File: src/rtl/synth_pkg.sv
`default_nettype none

package synth_pkg;

	// ----------------------------------------------------------------
	// widths and reset values
	// ----------------------------------------------------------------
	localparam int ACCUM_WIDTH  = 8;
	localparam int INDEX_WIDTH  = 4;
	localparam int SAMPLE_WIDTH = 8;
	localparam int TABLE_DEPTH  = 16;
	localparam int COUNT_WIDTH  = 16;

	localparam logic [ACCUM_WIDTH-1:0]  ACCUM_RESET = 8'h00;
	localparam logic [INDEX_WIDTH-1:0]  INDEX_RESET = 4'h0;
	localparam logic [SAMPLE_WIDTH-1:0] SUM_RESET   = 8'h00;
	localparam logic [SAMPLE_WIDTH-1:0] OE_RESET    = 8'h00;
	localparam logic [SAMPLE_WIDTH-1:0] OE_DRIVE    = 8'hFF;
	localparam logic [COUNT_WIDTH-1:0]  COUNT_RESET = 16'h0000;

	// ----------------------------------------------------------------
	// timing
	// ----------------------------------------------------------------
	localparam int CLK_PERIOD_NS = 10;
	// update a, load, update b, mix, drive
	localparam int LOOP_CYCLES   = 5;
	localparam int LOOP_NS       = LOOP_CYCLES * CLK_PERIOD_NS;

	// ----------------------------------------------------------------
	// sine table: 16 steps of 22.5 degrees, 64 +/- 63
	// ----------------------------------------------------------------
	// peak 0x7F keeps the sum of two entries inside 8 bits
	localparam logic [SAMPLE_WIDTH-1:0] SINE_TABLE [TABLE_DEPTH] = '{
		8'h40, 8'h58, 8'h6D, 8'h7A, 8'h7F, 8'h7A, 8'h6D, 8'h58,
		8'h40, 8'h28, 8'h13, 8'h06, 8'h01, 8'h06, 8'h13, 8'h28
	};

	// ----------------------------------------------------------------
	// sequencer
	// ----------------------------------------------------------------
	typedef enum logic [2:0] {
		ST_INIT   = 3'b000,
		ST_STEP_A = 3'b001,
		ST_LOAD   = 3'b010,
		ST_STEP_B = 3'b011,
		ST_MIX    = 3'b100,
		ST_DRIVE  = 3'b101
	} seq_state_t;

	typedef struct packed {
		seq_state_t              state;
		logic [SAMPLE_WIDTH-1:0] work_sum;
		logic [SAMPLE_WIDTH-1:0] port;
		logic [SAMPLE_WIDTH-1:0] oe;
		logic                    strobe;
		logic [COUNT_WIDTH-1:0]  loops;
	} synth_state_t;

	typedef struct packed {
		logic [ACCUM_WIDTH-1:0] accum;
		logic [INDEX_WIDTH-1:0] index;
		logic                   carry;
	} chan_view_t;

endpackage : synth_pkg

`default_nettype wire

File: src/rtl/phase_channel.sv
`default_nettype none

module phase_channel #(
	parameter int ACCUM_WIDTH = synth_pkg::ACCUM_WIDTH,
	parameter int INDEX_WIDTH = synth_pkg::INDEX_WIDTH
) (
	// clock and reset
	input  wire logic                   clk,
	input  wire logic                   srst,
	// control
	input  wire logic                   step_en,
	input  wire logic [ACCUM_WIDTH-1:0] step_const,
	input  wire logic [INDEX_WIDTH-1:0] start_index,
	// state
	output logic      [ACCUM_WIDTH-1:0] accum,
	output logic      [INDEX_WIDTH-1:0] index,
	output logic                        carry
);

	typedef struct packed {
		logic [ACCUM_WIDTH-1:0] accum;
		logic [INDEX_WIDTH-1:0] index;
		logic                   carry;
	} chan_state_t;

	chan_state_t           s_q;
	chan_state_t           s_d;
	logic [ACCUM_WIDTH:0]  wide_sum;

	always_comb begin
		s_d      = s_q;
		// (RULE11) add wraps modulo 256
		// carry falls out of the extra top bit, wrap is modulo 2^N
		wide_sum = {1'b0, s_q.accum} + {1'b0, step_const};
		s_d.carry = 1'b0;
		if (step_en) begin
			s_d.accum = wide_sum[ACCUM_WIDTH-1:0];
			s_d.carry = wide_sum[ACCUM_WIDTH];
			// (RULE12) index wraps at table end
			if (wide_sum[ACCUM_WIDTH]) begin
				s_d.index = s_q.index + 1'b1;
			end
		end
	end

	always_ff @(posedge clk) begin
		if (srst) begin
			s_q.accum <= ACCUM_WIDTH'(synth_pkg::ACCUM_RESET);
			// preload taken while reset is held
			s_q.index <= start_index;
			s_q.carry <= 1'b0;
		end else begin
			s_q <= s_d;
		end
	end

	assign accum = s_q.accum;
	assign index = s_q.index;
	assign carry = s_q.carry;

endmodule : phase_channel

`default_nettype wire

File: src/rtl/sine_synth.sv
// How it works
// (RULE1) Each loop adds constant a to accumulator a and a carry steps index a.
// (RULE2) Each loop adds constant b to accumulator b and a carry steps index b.
// (RULE3) After channel a updates, the working sum loads table[index a].
// (RULE4) After channel b updates, table[index b] is added into the sum.
// (RULE5) The loop ends by copying the working sum to the converter port.
// (RULE6) Every loop lasts the same number of cycles whatever the carries.
// (RULE7) The table holds 16 sine amplitudes spaced 22.5 degrees apart.
// (RULE8) Start-up enables the port drivers and clears all working state; the code loads index a from START_INDEX_A instead of clearing it.
// (RULE9) Index a may start from a preset value to offset its phase.
// (RULE10) Equal constants step both indices alike, giving one pure tone.
// (RULE11) Accumulators wrap modulo 256, so a nonzero constant gives a carry every 1 to 256 loops.
// (RULE12) Each 4-bit index wraps from the last entry back to zero.
// (RULE13) Table values are scaled so two of them never overflow the port.
`default_nettype none

module sine_synth #(
	parameter int ACCUM_WIDTH  = synth_pkg::ACCUM_WIDTH,
	parameter int INDEX_WIDTH  = synth_pkg::INDEX_WIDTH,
	parameter int SAMPLE_WIDTH = synth_pkg::SAMPLE_WIDTH
) (
	// clock and reset
	input  wire logic                    REF_CLK,
	input  wire logic                    SRST,
	// tone setup
	input  wire logic [ACCUM_WIDTH-1:0]  STEP_CONST_A,
	input  wire logic [ACCUM_WIDTH-1:0]  STEP_CONST_B,
	input  wire logic [INDEX_WIDTH-1:0]  START_INDEX_A,
	// converter port
	output logic      [SAMPLE_WIDTH-1:0] DAC_OUTPUT_PORT,
	output logic      [SAMPLE_WIDTH-1:0] DAC_OUTPUT_OE,
	output logic                         SAMPLE_STROBE,
	// observation
	output logic      [INDEX_WIDTH-1:0]  TABLE_INDEX_A,
	output logic      [INDEX_WIDTH-1:0]  TABLE_INDEX_B,
	output logic                         CARRY_A,
	output logic                         CARRY_B,
	output logic      [15:0]             LOOP_COUNT
);

	// ----------------------------------------------------------------
	// state
	// ----------------------------------------------------------------
	synth_pkg::synth_state_t s_q;
	synth_pkg::synth_state_t s_d;

	logic                    step_a;
	logic                    step_b;
	logic [ACCUM_WIDTH-1:0]  phase_accum_a;
	logic [ACCUM_WIDTH-1:0]  phase_accum_b;
	logic [INDEX_WIDTH-1:0]  table_index_a;
	logic [INDEX_WIDTH-1:0]  table_index_b;
	logic                    carry_a;
	logic                    carry_b;
	logic [SAMPLE_WIDTH-1:0] sine_a;
	logic [SAMPLE_WIDTH-1:0] sine_b;

	// ----------------------------------------------------------------
	// channels
	// ----------------------------------------------------------------
	// (RULE1) channel a steps once per loop
	assign step_a = (s_q.state == synth_pkg::ST_STEP_A);
	// (RULE2) channel b steps once per loop
	assign step_b = (s_q.state == synth_pkg::ST_STEP_B);

	// (RULE9) index a preset sampled during reset
	phase_channel #(
		.ACCUM_WIDTH (ACCUM_WIDTH),
		.INDEX_WIDTH (INDEX_WIDTH)
	) u_chan_a (
		.clk         (REF_CLK),
		.srst        (SRST),
		.step_en     (step_a),
		.step_const  (STEP_CONST_A),
		.start_index (START_INDEX_A),
		.accum       (phase_accum_a),
		.index       (table_index_a),
		.carry       (carry_a)
	);

	// (RULE8) index b always clears at start-up
	phase_channel #(
		.ACCUM_WIDTH (ACCUM_WIDTH),
		.INDEX_WIDTH (INDEX_WIDTH)
	) u_chan_b (
		.clk         (REF_CLK),
		.srst        (SRST),
		.step_en     (step_b),
		.step_const  (STEP_CONST_B),
		.start_index (INDEX_WIDTH'(synth_pkg::INDEX_RESET)),
		.accum       (phase_accum_b),
		.index       (table_index_b),
		.carry       (carry_b)
	);

	// ----------------------------------------------------------------
	// table lookup
	// ----------------------------------------------------------------
	// (RULE7) sixteen-entry sine lookup
	assign sine_a = synth_pkg::SINE_TABLE[table_index_a];
	assign sine_b = synth_pkg::SINE_TABLE[table_index_b];

	// ----------------------------------------------------------------
	// sequencer
	// ----------------------------------------------------------------
	// one step per state and no branch on carry, so the loop never
	// stretches; the price is an idle load slot we could have merged
	always_comb begin
		s_d        = s_q;
		s_d.strobe = 1'b0;
		case (s_q.state)
			synth_pkg::ST_INIT: begin
				// (RULE8) drivers on before the first loop
				s_d.oe       = synth_pkg::OE_DRIVE;
				s_d.work_sum = synth_pkg::SUM_RESET;
				s_d.state    = synth_pkg::ST_STEP_A;
			end
			synth_pkg::ST_STEP_A: begin
				s_d.state = synth_pkg::ST_LOAD;
			end
			synth_pkg::ST_LOAD: begin
				// (RULE3) sum starts from channel a
				s_d.work_sum = sine_a;
				s_d.state    = synth_pkg::ST_STEP_B;
			end
			synth_pkg::ST_STEP_B: begin
				s_d.state = synth_pkg::ST_MIX;
			end
			synth_pkg::ST_MIX: begin
				// (RULE4) channel b added in
				// (RULE13) peak entries keep this add in range
				s_d.work_sum = s_q.work_sum + sine_b;
				s_d.state    = synth_pkg::ST_DRIVE;
			end
			synth_pkg::ST_DRIVE: begin
				// (RULE5) sum out to the converter
				s_d.port   = s_q.work_sum;
				s_d.strobe = 1'b1;
				s_d.loops  = s_q.loops + 1'b1;
				// (RULE6) straight back, fixed length
				s_d.state  = synth_pkg::ST_STEP_A;
			end
			default: begin
				s_d.state = synth_pkg::ST_INIT;
			end
		endcase
	end

	always_ff @(posedge REF_CLK) begin
		if (SRST) begin
			// (RULE8) everything cleared, port released
			s_q.state    <= synth_pkg::ST_INIT;
			s_q.work_sum <= synth_pkg::SUM_RESET;
			s_q.port     <= synth_pkg::SUM_RESET;
			s_q.oe       <= synth_pkg::OE_RESET;
			s_q.strobe   <= 1'b0;
			s_q.loops    <= synth_pkg::COUNT_RESET;
		end else begin
			s_q <= s_d;
		end
	end

	// ----------------------------------------------------------------
	// outputs
	// ----------------------------------------------------------------
	assign DAC_OUTPUT_PORT = s_q.port;
	assign DAC_OUTPUT_OE   = s_q.oe;
	assign SAMPLE_STROBE   = s_q.strobe;
	assign LOOP_COUNT      = s_q.loops;
	// (RULE10) both indices visible for tone checks
	assign TABLE_INDEX_A   = table_index_a;
	assign TABLE_INDEX_B   = table_index_b;
	// (RULE11) carries visible one cycle after the add
	assign CARRY_A         = carry_a;
	assign CARRY_B         = carry_b;

endmodule : sine_synth

`default_nettype wire

File: config.mk
export PLATFORM = sky130hd
export DESIGN_NAME = sine_synth
export DESIGN_NICKNAME = d
export VERILOG_FILES = /design/src/rtl/synth_pkg.sv /design/src/rtl/phase_channel.sv /design/src/rtl/sine_synth.sv
export SDC_FILE = /design/constraint.sdc
export NUM_CORES = 1
export LEC_CHECK = 0
export BUFFER_PORTS_ARGS = -buffer_cell sky130_fd_sc_hd__buf_2
export CAP_MARGIN = 25
export CORE_MARGIN = 5
export CORE_UTILIZATION = 57
export DETAILED_ROUTE_END_ITERATION = 6
export GPL_TIMING_DRIVEN = 0
export MAX_ROUTING_LAYER = met4
export PLACE_DENSITY = 0.8
export SYNTH_ARGS = -nofsm -noshare
export SYNTH_HDL_FRONTEND = slang
export SYNTH_HIERARCHICAL = 1
export SYNTH_SLANG_ARGS = --single-unit
File: constraint.sdc
create_clock -name REF_CLK -period 2.9 [get_ports REF_CLK]
set_input_delay 0.29 -clock REF_CLK [delete_from_list [all_inputs] [get_ports REF_CLK]]
set_output_delay 0.29 -clock REF_CLK [all_outputs]
set_load 0.01 [all_outputs]
==> results.yml <==
outcome:
  status: "finished clean"
sta:
  hold_violations: 0
  drv_slew: 0
  finClkSkew_ns: 0.00766
  relSlewSlack_pct: 57.9
  finalSetupViolCount: 0
  max_freq_ghz: 0.370
  period_minus_slack_ns: 2.70
  post-route-period-util_pct: 93.2
  setup_slack_ns: 0.196
  rsz0062_at_grt: "false"
  max_slew.worst_pin.slew_ns: 0.627
  fin_setup_tns_ns: 0
cts:
  htreeDepth: 3
  cts_hold_buf: 0
  cts_buffers: 9
  clk_pin_slew_ns: 0.07
  cts_tree: "yes"
  ctsResizeCount: 0
  cts.sinks: 63
  cts-root-buf: "clkbuf_8"
  cts_buffer_depth: 2
  clk_latency_ns: 0.34
worst_setup_path:
  cpMaxStageDelayCell: "edfxtp_1"
  r2r-start: "u_chan_b/index[1]$_DFFE_PP_"
  critPathMaxStageDelay_ns: 0.56
  worst_setup_path_start_kind: "flip-flop"
  critPathKind: "flip-flop to flip-flop"
  worstSetupStartpoint: "u_chan_b/index[1]$_DFFE_PP_"
  crit_cells: 12
  reg2reg_setup_slack_ns: 0.20
  crit_path_cell_trace: "inv_1, ha_1, nand2_1, o211ai_1, o21a_1, inv_1, fa_1, nor2b_1, o21a_1, nor2_1, or3b_1, a31oi_1"
  r2r-end: "s_q[37]$_SDFFE_PP0P_"
  reg2reg_depth: 12
  crit_end: "s_q[37]$_SDFFE_PP0P_"
  critical_path_buf_inv_count: 2
  arrival_ns: 2.97
  cp.required_ns: 3.16
  critPathMaxFanout: 11
  end_kind: "flip-flop"
  crit_family: "adder cells"
placement:
  preCtsSetupSlack_ns: 0.218
  dp_hpwl_mm: 6.61
  gp_congestion: 0.889
  port_buffers: 64
yosys:
  seq_area_frac_synth_pct: 32.3
  syn_inst: 493
  ys.flop_type: "dfxtp_1"
  synth_edf_count: 8
  async_flop_share_pct: 0
  ys_types: 59
  syn_area_mm2: 0.00415
  ys_seq_elements: 63
  yosys_warnings: 6
  syn_avg_cell_area_um2: 8.43
route:
  vias: 3521
  drtIter0Drc: 199
  routed_wl_mm: 8.49
  detail_route.first_pass.iterations: 4
  drt_drc_violations_left: 0
  vias_per_cell: 5.19
  ant_nets: 0
  wire_per_inst_um: 12.5
floorplan:
  io_pins: 65
  die_h_um: 95.4
  coreArea_mm2: 0.00718
  num_rows: 31
  die-area_mm2: 0.00909
  die-width_um: 95.4
  initial_core_util_pct: 57.9
global_routing:
  grtUsageTotal_pct: 20.7
  grt_pass1_wl_mm: 14.7
  antenna_found_initial: 0
  first_global_vias: 3355
  grt_max_degree: 12
  grt.overflow.total: 0
flow_run:
  drv_cap: 0
cells_and_area:
  final_core_util_pct: 67.8
  nets: 638
  drive_above_1_share_pct: 22.8
  syn_to_final_growth_pct: 17.2
  antenna_cells: 0
  layout_commonest_cell: "buf_2"
  final_cell_mix: "buf_2 (68), dfxtp_1 (55), nand2_1 (53)"
pwr:
  vdd_drop_max_uv: 322
  leakagePower_nw: 2.22
  power.density_mw_per_mm2: 465
worst_hold_path:
  hold_class: "input pin to flip-flop"
[per-stage QoR]
stage                     total power, W  instances  hold slack, ns  instance area [µm²]
after CTS                        0.00228        675           0.221                 4840
after detailed placement         0.00142        659           0.455                 4610
after global routing             0.00240        678           0.243                 4870
after global placement           0.00140        659           0.445                 4610
final                            0.00227        678           0.235                 4870
after floorplan                  0.00130        496           0.388                 4170
[worst min path at each step]
stage	from	to	slack [ns]	cells after the start
3_5_place_dp	u_chan_a/accum[6]$_SDFFE_PP0P_	u_chan_a/accum[6]$_SDFFE_PP0P_	0.45	2
4_1_cts	START_INDEX_A[2]	u_chan_a/index[2]$_DFFE_PP_	0.22	3
5_1_grt	START_INDEX_A[0]	u_chan_a/index[0]$_DFFE_PP_	0.24	3
3_3_place_gp	u_chan_a/accum[6]$_SDFFE_PP0P_	u_chan_a/accum[6]$_SDFFE_PP0P_	0.45	2
2_1_floorplan	SRST	u_chan_b/accum[5]$_SDFFE_PP0P_	0.39	1
6_report	START_INDEX_A[2]	u_chan_a/index[2]$_DFFE_PP_	0.24	3
[cells in the mapped netlist (11+ instances only)]
cell      count  share of area, %
a21oi_1      31               3.7
nand2_1      53               4.8
o21ai_0      26               3.1
inv_1        22               2.0
xor2_1       12               2.5
mux2i_1      12               2.9
xnor2_1      15               3.2
nand3_1      12               1.4
nor3_1       11               1.3
dfxtp_1      55                27
buf_4        32               5.8
clkbuf_1     13               1.2
ha_1         39                12
nor2_1       50               4.5
[area by class of cell]
type | instances | area (µm²)
timing repair buffer | 67 | 343
sequential | 63 | 1340
clock inverter | 4 | 47.5
multi-input combinational | 357 | 2400
fill | 582 | 2310
inverter | 23 | 86.3
buffer | 53 | 339
tap | 99 | 124
clock buffer | 12 | 188
[power by group]
group	total, W	switching, W	internal [W]
Clock	0.000863	0.000341	0.000522
Combinational	0.000440	0.000243	0.000197
Sequential	0.000962	0.0000395	0.000923
[what timing repair did]
item                       CTS  global route
hold endpoints to repair     0             0
setup endpoints to repair    0             1
setup buffers                0             3
[worst reg2reg max path: cells and delay by family, from the launching register on]
kind | cells | cell delay (ns)
AOI/OAI and AO/OA | 4 | 0.56
adders and majority gates | 2 | 0.71
buffers and inverters | 2 | 0.18
DFF | 1 | 0.56
and+or+nand+nor | 4 | 0.63
[sequential cells by signal, summed over array words and instances (netlist names)]
name,flops
DAC_OUTPUT_OE,1
DAC_OUTPUT_PORT,8
LOOP_COUNT,16
SAMPLE_STROBE,1
s_q,11
u_chan_a/accum,8
u_chan_a/carry,1
u_chan_a/index,4
u_chan_b/accum,8
u_chan_b/carry,1
u_chan_b/index,4
[routing by layer]
layer,vias up,wire (µm),global-route usage (%),part of all wire [%]
li1,1841,-,-,-
met1,1588,3910,25.2,46
met3,10,434,3.16,5.1
met5,-,0,-,0
met2,82,4030,34.5,47
met4,0,121,7.93,1.4
[cell families (layout without fill, tap and decap cells)]
kind of cell,Yosys count,in the layout,synth area share (%)
flops,63,63,32.3
fa+ha+maj,42,42,13.2
simple gates,160,160,18.2
buf+inv,76,159,10.2
compound gates,108,108,16.0
other cells,1,4,0.0903
mux,16,16,4.25
xor+xnor,27,27,5.69
Power figures use the tool's default switching activity.
